===== src/i2c_regs_pkg.sv =====
package i2c_regs_pkg;

   // ***********************************************************
   // register map, byte addresses on the apb bus
   // ***********************************************************
   localparam int               ADDR_W        = 8;
   localparam logic [ADDR_W-1:0] OFF_DATA      = 8'h00;
   localparam logic [ADDR_W-1:0] OFF_ADDR_MODE = 8'h04;
   localparam logic [ADDR_W-1:0] OFF_CTRL      = 8'h08;
   localparam logic [ADDR_W-1:0] OFF_STATUS    = 8'h0C;

   // ***********************************************************
   // field positions
   // ***********************************************************
   localparam int FS_BIT        = 0;
   localparam int ORDER_BIT     = 7;
   localparam int WAIT_BIT      = 6;
   localparam int CTRL_IEN_BIT  = 7;
   localparam int CTRL_TX_BIT   = 4;
   localparam int CTRL_ACKM_BIT = 3;
   localparam int STAT_FLAG_BIT = 0;
   localparam int STAT_ADDR_BIT = 1;
   localparam int STAT_WAIT_BIT = 2;
   localparam int STAT_BUSY_BIT = 3;
   localparam int STAT_NACK_BIT = 4;

   // ***********************************************************
   // reset values, fixed bits and the full byte count
   // ***********************************************************
   localparam logic [7:0] ADDR_RESET  = 8'h00;
   localparam logic [7:0] MODE_RESET  = 8'h38;
   localparam logic [7:0] MODE_FIXED  = 8'h38;
   localparam logic [3:0] FULL_BYTE   = 4'h8;

   // ***********************************************************
   // types
   // ***********************************************************
   typedef enum logic [1:0] {
      PH_IDLE,
      PH_BITS,
      PH_WAIT,
      PH_ACK
   } phase_e;

   typedef struct packed {
      logic scl;
      logic sda;
   } line_s;

endpackage : i2c_regs_pkg


===== src/pin_sync.sv =====
`timescale 1ns/100ps
module pin_sync
   import i2c_regs_pkg::*;
#(
   parameter int          WIDTH = 2,
   parameter logic [WIDTH-1:0] IDLE = '1
) (
   // clock and reset
   input  wire logic             pclk,
   input  wire logic             presetn,
   // pins and filtered levels
   input  wire logic [WIDTH-1:0] raw,
   output      logic [WIDTH-1:0] clean
);

   typedef struct packed {
      logic [WIDTH-1:0] s1;
      logic [WIDTH-1:0] s2;
      logic [WIDTH-1:0] s3;
      logic [WIDTH-1:0] q;
   } sync_s;

   sync_s r;
   sync_s next_r;
   logic [WIDTH-1:0] next_q;

   // a level counts only once the second and third stages agree
   for (genvar i = 0; i < WIDTH; i++) begin : g_bit
      assign next_q[i] = (r.s2[i] == r.s3[i]) ? r.s2[i] : r.q[i];
   end

   always_comb begin
      next_r    = r;
      next_r.s1 = raw;
      next_r.s2 = r.s1;
      next_r.s3 = r.s2;
      next_r.q  = next_q;
   end

   always_ff @(posedge pclk or negedge presetn) begin
      if (!presetn) begin
         r <= '{s1: IDLE, s2: IDLE, s3: IDLE, q: IDLE};
      end else begin
         r <= next_r;
      end
   end

   assign clean = r.q;

endmodule : pin_sync


===== src/i2c_data_addr_mode_regs.sv =====
`timescale 1ns/100ps
module i2c_data_addr_mode_regs
   import i2c_regs_pkg::*;
(
   // clock and reset
   input  wire logic              pclk,
   input  wire logic              presetn,
   // apb slave
   input  wire logic              psel,
   input  wire logic              penable,
   input  wire logic              pwrite,
   input  wire logic [ADDR_W-1:0] paddr,
   input  wire logic [31:0]       pwdata,
   output      logic [31:0]       prdata,
   output      logic              pready,
   output      logic              pslverr,
   // serial clock, open drain
   input  wire logic              scl_in,
   output      logic              scl_out,
   output      logic              scl_oe_n,
   // serial data, open drain
   input  wire logic              sda_in,
   output      logic              sda_out,
   output      logic              sda_oe_n
);

   // ***********************************************************
   // state
   // ***********************************************************
   typedef struct packed {
      phase_e      ph;
      logic [3:0]  cnt;
      logic [7:0]  shift;
      logic [7:0]  own_addr;
      logic [7:0]  mode;
      logic        ien;
      logic        tx;
      logic        ackm;
      logic        flag;
      logic        addressed;
      logic        addr_ph;
      logic        go;
      logic        nack;
      line_s       prev;
      logic        scl_oe_n;
      logic        sda_oe_n;
      logic        pready;
      logic        pslverr;
      logic [31:0] prdata;
   } state_s;

   state_s      r;
   state_s      next_r;
   line_s       ln;
   logic [1:0]  ln_vec;

   pin_sync #(
      .WIDTH (2),
      .IDLE  (2'h3)
   ) u_sync (
      .pclk    (pclk),
      .presetn (presetn),
      .raw     ({scl_in, sda_in}),
      .clean   (ln_vec)
   );
   assign ln = line_s'(ln_vec);

   // ***********************************************************
   // decode and bus events
   // ***********************************************************
   logic        setup;
   logic        access;
   logic        mapped;
   logic        rise;
   logic        fall;
   logic        start_det;
   logic        stop_det;
   logic [3:0]  nbits;
   logic        receiving;
   logic        sel;
   logic        engaged;
   logic        match;
   logic        lsb_first;
   logic        frame_end;
   logic [31:0] rd_word;

   assign setup     = psel && !penable;
   assign access    = psel && penable && r.pready;
   assign mapped    = (paddr == OFF_DATA) || (paddr == OFF_ADDR_MODE)
                   || (paddr == OFF_CTRL) || (paddr == OFF_STATUS);
   assign rise      = !r.prev.scl && ln.scl;
   assign fall      = r.prev.scl && !ln.scl;
   assign start_det = r.prev.scl && ln.scl && r.prev.sda && !ln.sda;
   assign stop_det  = r.prev.scl && ln.scl && !r.prev.sda && ln.sda;
   assign nbits     = (r.mode[2:0] == 3'h0) ? FULL_BYTE
                                            : {1'b0, r.mode[2:0]};
   assign receiving = r.addr_ph || !r.tx;
   assign sel       = r.addressed || r.own_addr[FS_BIT];
   assign engaged   = r.addr_ph || (sel && r.go);
   assign match     = r.shift[7:1] == r.own_addr[7:1];
   assign lsb_first = r.mode[ORDER_BIT];

   always_comb begin
      rd_word = 32'h00000000;
      case (paddr)
         OFF_DATA:      rd_word[7:0] = r.shift;
         // one offset, two registers, steered by the enable
         OFF_ADDR_MODE: rd_word[7:0] = r.ien ? (r.mode | MODE_FIXED)
                                             : r.own_addr;
         OFF_CTRL: begin
            rd_word[CTRL_IEN_BIT]  = r.ien;
            rd_word[CTRL_TX_BIT]   = r.tx;
            rd_word[CTRL_ACKM_BIT] = r.ackm;
         end
         OFF_STATUS: begin
            rd_word[STAT_FLAG_BIT] = r.flag;
            rd_word[STAT_ADDR_BIT] = r.addressed;
            rd_word[STAT_WAIT_BIT] = r.ph == PH_WAIT;
            rd_word[STAT_BUSY_BIT] = r.ph != PH_IDLE;
            rd_word[STAT_NACK_BIT] = r.nack;
         end
         default: rd_word = 32'h00000000;
      endcase
   end

   // ***********************************************************
   // next state
   // ***********************************************************
   always_comb begin
      next_r         = r;
      frame_end      = 1'b0;
      next_r.pready  = 1'b0;
      next_r.pslverr = 1'b0;
      next_r.prev    = ln;

      // every access answers after one wait-free access phase
      if (setup) begin
         next_r.pready  = 1'b1;
         next_r.pslverr = !mapped;
         next_r.prdata  = rd_word;
      end

      // software side first, so that hardware sets below win
      if (access && pwrite) begin
         case (paddr)
            OFF_DATA: begin
               next_r.shift = pwdata[7:0];
               next_r.go    = 1'b1;
            end
            OFF_ADDR_MODE: begin
               if (r.ien) begin
                  next_r.mode = pwdata[7:0] | MODE_FIXED;
               end else begin
                  next_r.own_addr = pwdata[7:0];
               end
            end
            OFF_CTRL: begin
               next_r.ien  = pwdata[CTRL_IEN_BIT];
               next_r.tx   = pwdata[CTRL_TX_BIT];
               next_r.ackm = pwdata[CTRL_ACKM_BIT];
            end
            OFF_STATUS: begin
               if (pwdata[STAT_FLAG_BIT]) begin
                  next_r.flag = 1'b0;
               end
            end
            default: ;
         endcase
      end else if (access && paddr == OFF_DATA && !r.tx) begin
         next_r.go = 1'b1;
      end

      if (!r.ien) begin
         next_r.ph        = PH_IDLE;
         next_r.cnt       = 4'h0;
         next_r.addressed = 1'b0;
         next_r.addr_ph   = 1'b0;
      end else if (start_det) begin
         next_r.ph        = PH_BITS;
         next_r.cnt       = 4'h0;
         next_r.addr_ph   = !r.own_addr[FS_BIT];
         next_r.addressed = 1'b0;
         next_r.nack      = 1'b0;
      end else if (stop_det) begin
         next_r.ph        = PH_IDLE;
         next_r.cnt       = 4'h0;
         next_r.addressed = 1'b0;
         next_r.addr_ph   = 1'b0;
      end else begin
         case (r.ph)
            PH_BITS: begin
               if (engaged && rise) begin
                  next_r.cnt = 4'(r.cnt + 4'h1);
                  if (receiving) begin
                     next_r.shift = lsb_first ? {ln.sda, r.shift[7:1]}
                                              : {r.shift[6:0], ln.sda};
                  end
               end else if (engaged && fall && r.cnt == nbits) begin
                  if (r.addr_ph && !match) begin
                     // not for us: stay off the bus until the next start
                     next_r.ph      = PH_IDLE;
                     next_r.addr_ph = 1'b0;
                  end else begin
                     if (r.addr_ph) begin
                        next_r.addressed = 1'b1;
                        next_r.tx        = r.shift[0];
                     end
                     if (r.ackm) begin
                        frame_end = 1'b1;
                     end else if (r.mode[WAIT_BIT]) begin
                        next_r.ph   = PH_WAIT;
                        next_r.flag = 1'b1;
                     end else begin
                        next_r.ph = PH_ACK;
                     end
                  end
               end else if (engaged && fall && r.cnt != 4'h0
                            && !receiving) begin
                  next_r.shift = lsb_first ? {1'b0, r.shift[7:1]}
                                           : {r.shift[6:0], 1'b0};
               end
            end
            PH_WAIT: begin
               if (!r.flag) begin
                  next_r.ph = PH_ACK;
               end
            end
            PH_ACK: begin
               if (rise) begin
                  next_r.cnt = 4'(r.cnt + 4'h1);
                  if (!receiving) begin
                     next_r.nack = ln.sda;
                  end
               end else if (fall && r.cnt == 4'(nbits + 4'h1)) begin
                  frame_end = 1'b1;
               end
            end
            default: next_r.ph = PH_IDLE;
         endcase
      end

      if (frame_end) begin
         next_r.ph      = PH_BITS;
         next_r.cnt     = 4'h0;
         next_r.go      = 1'b0;
         next_r.addr_ph = 1'b0;
         next_r.flag    = 1'b1;
      end

      // pins: low enable pulls the wire low, disabled means released
      next_r.scl_oe_n = 1'b1;
      next_r.sda_oe_n = 1'b1;
      if (r.ien) begin
         if (next_r.ph == PH_WAIT
             || (next_r.ph == PH_BITS && (r.addressed || r.own_addr[FS_BIT])
                 && !next_r.addr_ph && !next_r.go
                 && next_r.cnt == 4'h0 && !ln.scl)) begin
            next_r.scl_oe_n = 1'b0;
         end
         if (next_r.ph == PH_ACK && (next_r.addr_ph || !next_r.tx)) begin
            next_r.sda_oe_n = 1'b0;
         end else if (next_r.ph == PH_BITS && next_r.tx && next_r.go
                      && !next_r.addr_ph && next_r.addressed | r.own_addr[0]
                      && next_r.cnt <= nbits) begin
            next_r.sda_oe_n = lsb_first ? next_r.shift[0]
                                        : next_r.shift[7];
         end
      end
   end

   // ***********************************************************
   // registers
   // ***********************************************************
   always_ff @(posedge pclk or negedge presetn) begin
      if (!presetn) begin
         r          <= '0;
         r.ph       <= PH_IDLE;
         r.own_addr <= ADDR_RESET;
         r.mode     <= MODE_RESET;
         r.prev     <= '{scl: 1'b1, sda: 1'b1};
         r.scl_oe_n <= 1'b1;
         r.sda_oe_n <= 1'b1;
      end else begin
         r <= next_r;   // shift data is cleared but carries no meaning
      end
   end

   assign prdata   = r.prdata;
   assign pready   = r.pready;
   assign pslverr  = r.pslverr;
   assign scl_oe_n = r.scl_oe_n;
   assign sda_oe_n = r.sda_oe_n;
   assign scl_out  = 1'b0;
   assign sda_out  = 1'b0;
endmodule : i2c_data_addr_mode_regs


===== config.mk =====
export PLATFORM = sky130hd
export DESIGN_NAME = i2c_data_addr_mode_regs
export DESIGN_NICKNAME = d
export VERILOG_FILES = /design/src/i2c_regs_pkg.sv /design/src/pin_sync.sv /design/src/i2c_data_addr_mode_regs.sv
export SDC_FILE = /design/constraint.sdc
export NUM_CORES = 1
export LEC_CHECK = 0
export CORE_ASPECT_RATIO = 1.4
export CORE_MARGIN = 2
export CORE_UTILIZATION = 40
export DETAILED_ROUTE_END_ITERATION = 10
export DONT_BUFFER_PORTS = 1
export GPL_ROUTABILITY_DRIVEN = 0
export PLACE_DENSITY = 0.57
export SYNTH_ARGS = -nofsm -noshare
export SYNTH_HDL_FRONTEND = slang
export SYNTH_SLANG_ARGS = --single-unit

===== constraint.sdc =====
create_clock -name pclk -period 4.15 [get_ports pclk]
set_clock_uncertainty 0.1 [all_clocks]
set_input_delay 0.2075 -clock pclk [delete_from_list [all_inputs] [get_ports pclk]]
set_output_delay 0.2075 -clock pclk [all_outputs]
set_load 0.01 [all_outputs]

==> summary.md <==
The flow ran to the end, and the final reports show no timing, DRC or antenna violations. TritonCTS built the clock tree. The number of design-rule violations left by the first detailed-router iteration was 222; the largest voltage drop on the vdd net was 0.277 mV. In this run, the clock network consumes 51.9% of the power. The total length of routed wires is 8600 um. The fraction of layout instances using a drive strength above 1 was 16.8%; the height of the die was 118 um. Static leakage: 1.69 nW. For this run the aggregate overflow at the end of global routing stands at 0.

The analysis attributes to net switching a power of 0.000306 W. The initial antenna violation count came out at 0. The run gives 0 as the number of gates resized after cts.

For the finished layout, the period the worst path requires is 3.80 ns. Setup repair after global routing left no endpoint under its margin. The setup check on the worst reg-to-reg path leaves a slack of 0.35 ns. The beginning of the worst register-to-register path is r[46]$_DFFE_PN0P_. In this run the horizontal extent of the chip is 85.1 um. The final layout net count was 424; the first-pass GRT wire length was 14300 um. By count the netlist is led by 45 x dfrtp_1, 38 x buf_4, 25 x nor2_1. Across the run, the number of max-cap violations was 0. Once detailed placement completed, the half-perimeter wirelength came to 6090 um.

The switching share of power came out at 22.4%. The detail-routed net length per standard cell works out to 17.8 um. The most critical setup path has its startpoint at r[46]$_DFFE_PN0P_.

The run gives 0 as the count of yosys warnings during synthesis. The clock-pin slew on the worst setup and hold paths is 0.05 ns, and the upper clock frequency limit is 0.263 GHz. The tightest slew margin relative to the limit came out at 30.1%. Along the worst path, the maximum fanout reaches 12.

The fraction of registers with async set or reset after synthesis is 100%. After detailed placement, the total cell area comes to 3560 sq um. The classification of the worst-slack hold path is in2reg. At the pin with the least slew margin, the transition time is 1.04 ns. The number of setup buffers added after CTS is 0. The CTS sink count is 57.

The count of nets left with antenna violations once routing finished came out at 0. Core area: 8980 sq um. The finished cells cover 4000 sq um. A synthesized cell averages 9.87 sq um. Share of the synthesized area in the top cell type: 30.6%. The length of the first detailed-routing pass in iterations was 4; the post-synthesis cell type count was 68.

For the number of global-route vias before repair, the log shows 2660. In this run the power density over the cells is 341 nW/um^2. The required arrival time at the worst endpoint was 4.29 ns; the clock insertion delay at the later pin of the skew report was 0.34 ns. The synthesized area came out at 3680 sq um. Library cell occupying the most area in the post-synthesis netlist: dfrtp_1. Using the TritonRoute via totals, the vias-per-cell ratio works out to 5.51. The startpoint identified for the worst hold timing path is paddr[2]. Per report_power, the combinational group accounts for 5.2% of the total. The repair_antennas step left the layout with diodes totalling 0. The synthesis-to-layout area growth was 8.70%. The sequential share of the synthesized area is 39.1%. The startpoint type of the worst setup path is a register. Of the total power, registers draw 42.9%. Counting the fill cells in the layout gives 850. The internal power of the cells totals 0.00106 W. The boundary pin count came out at 85. The detailed router placed 2656 vias in this run. The synthesized design contains 57 register bits. The area enclosed by the die boundary was 10000 sq um. In the finished design, the share of the clock period the worst path needs comes to 91.7%. The run gives 373 as the number of instances in the synthesized netlist.

The most used flip-flop cell after synthesis is dfrtp_1. The worst setup path is of the reg2reg kind. At the worst endpoint, the arrival time is 3.95 ns. By area the synthesized netlist is led by dfrtp_1 31%, dfstp_2 8.6%, buf_4 7.7%.

STA classifies the critical path endpoint as a register. The total count of max-transition violations in the final report is 0. The number of buffers inserted by hold repair at cts was 14; the number of CTS-inserted buffers was 9. For the row count, the log shows 41.

The tools report the final-report hold violation count as 0. The most common cell in the synthesized netlist is dfrtp_1. In this run the number of H-tree levels came out at 3. Number of enable flip-flop cells after synthesis: 0. The maximum root-to-sink buffer count was 2. The tree is rooted in a clkbuf_16. Global routing used 18.6% of the available tracks across all layers. The number of buffers inserted by port buffering works out to 0. Setup violations remaining at the end of the flow were counted as 0. The run gives 0 ns as the total negative setup slack. The run gives 41.0% as the starting utilization of the core area. Entering global routing, the biggest net connects 58 pins. For this run, design rule violations remaining after detail routing come to 0.
==> final timing paths <==
check | depth (start not counted) | end
setup / recovery | 14 | sda_oe_n$_DFF_PN1_
hold / removal | 2 | prdata[0]$_DFFE_PN0P_
setup reg to reg | 14 | sda_oe_n$_DFF_PN1_
hold reg to reg | 0 | u_sync.next_r[2]$_DFF_PN1_
max in group asynchronous | 2 | u_sync.r[3]$_DFF_PN1_
min in group asynchronous | 2 | prdata[6]$_DFFE_PN0P_
==> routing by layer <==
| layer | share of wire [%] | vias to the layer above | track usage (%) |
|---|---|---|---|
| li1 | - | 1257 | - |
| met3 | 5.2 | 26 | 5.33 |
| met4 | 4.5 | 0 | 11.1 |
| met2 | 51 | 98 | 29.7 |
| met1 | 39 | 1275 | 21.9 |
| met5 | 0 | - | 0 |
==> cell type report <==
| type | count | area (sq um) | share of cell area, % |
|---|---|---|---|
| tap | 107 | 134 | 3.34 |
| clock inverter | 4 | 45.0 | 1.13 |
| multi-input combinational | 273 | 1920 | 48.1 |
| sequential | 57 | 1440 | 36.0 |
| clock buffer | 12 | 236 | 5.91 |
| timing repair buffer | 16 | 173 | 4.31 |
| inverter | 13 | 48.8 | 1.22 |
==> power groups by stage <==
stage               combinational, W  sequential (W)  clock (W)
floorplan                  0.0000636        0.000587          0
global placement           0.0000432        0.000594          0
detailed placement         0.0000435        0.000594          0
CTS                        0.0000715        0.000585   0.000726
global route               0.0000801        0.000587   0.000749
finish                     0.0000706        0.000585   0.000709
==> through the flow <==
step | cells | setup WS, ns | power, W | util (%) | hold slack [ns]
floorplan | 398 | 1.04 | 0.000651 | - | -0.188
global placement | 452 | 0.402 | 0.000637 | 39.7 | -0.187
detailed placement | 452 | 0.376 | 0.000637 | 39.7 | -0.186
CTS | 482 | 0.360 | 0.00138 | 44.6 | 0.000960
global route | 482 | 0.0999 | 0.00142 | 44.6 | 0.0248
finish | 482 | 0.345 | 0.00136 | 44.6 | 0.0142
==> worst max-delay path: stages, from the launching register on <==
cell       delay [ns]
dfrtp_1          0.68
ha_1             0.33
xor2_1           0.14
nor4_1           0.39
o31ai_1          0.27
o311ai_4         0.15
nor2_1           0.12
ha_1             0.31
nor2b_1          0.13
o21ai_0          0.14
nand2b_1         0.07
a21oi_1          0.17
o2bb2ai_1        0.11
a2111oi_2        0.43
a31oi_1          0.15
==> registers in the layout (all words and copies together) (netlist names) <==
name / cells
pslverr: 1
u_sync.r: 2
prdata: 8
scl_oe_n: 1
r: 36
u_sync.clean: 2
u_sync.next_r: 4
pready: 1
lsb_first: 1
sda_oe_n: 1
==> cell usage in the layout, fill, tap and decap left out, types with 2 or more instances in the layout <==
| master | instances |
|---|---|
| a22oi_1 | 4 |
| maj3_1 | 2 |
| nor3_1 | 5 |
| nand3_1 | 8 |
| nand4_1 | 4 |
| mux2i_1 | 16 |
| a211oi_1 | 9 |
| ha_1 | 7 |
| nor2b_1 | 11 |
| o41ai_1 | 2 |
| nor4_1 | 3 |
| clkbuf_16 | 9 |
| mux2_2 | 16 |
| clkbuf_1 | 3 |
| xnor2_1 | 8 |
| o22ai_1 | 3 |
| o31ai_1 | 2 |
| conb_1 | 26 |
| o21a_1 | 4 |
| nand2_1 | 22 |
| nor2_1 | 25 |
| and3_1 | 3 |
| a21oi_1 | 24 |
| o21bai_1 | 2 |
| nand2b_1 | 7 |
| nor3b_1 | 2 |
| inv_1 | 13 |
| o21ai_0 | 15 |
| or3b_2 | 3 |
| clkinv_2 | 3 |
| dfstp_2 | 12 |
| xor2_1 | 6 |
| dfrtp_1 | 45 |
| a31oi_1 | 2 |
| dlygate4sd3_1 | 13 |
| buf_4 | 2 |
==> cell families after synthesis <==
group | count (synthesis) | synth area share, %
compound gates | 82 | 15.9
xor+xnor | 16 | 4.72
fa+ha+maj | 9 | 2.92
buf+inv | 68 | 11.1
flops | 57 | 39.1
mux | 32 | 9.24
other cells | 1 | 0.102
simple gates | 108 | 16.8
Power figures use the tool's default switching activity.
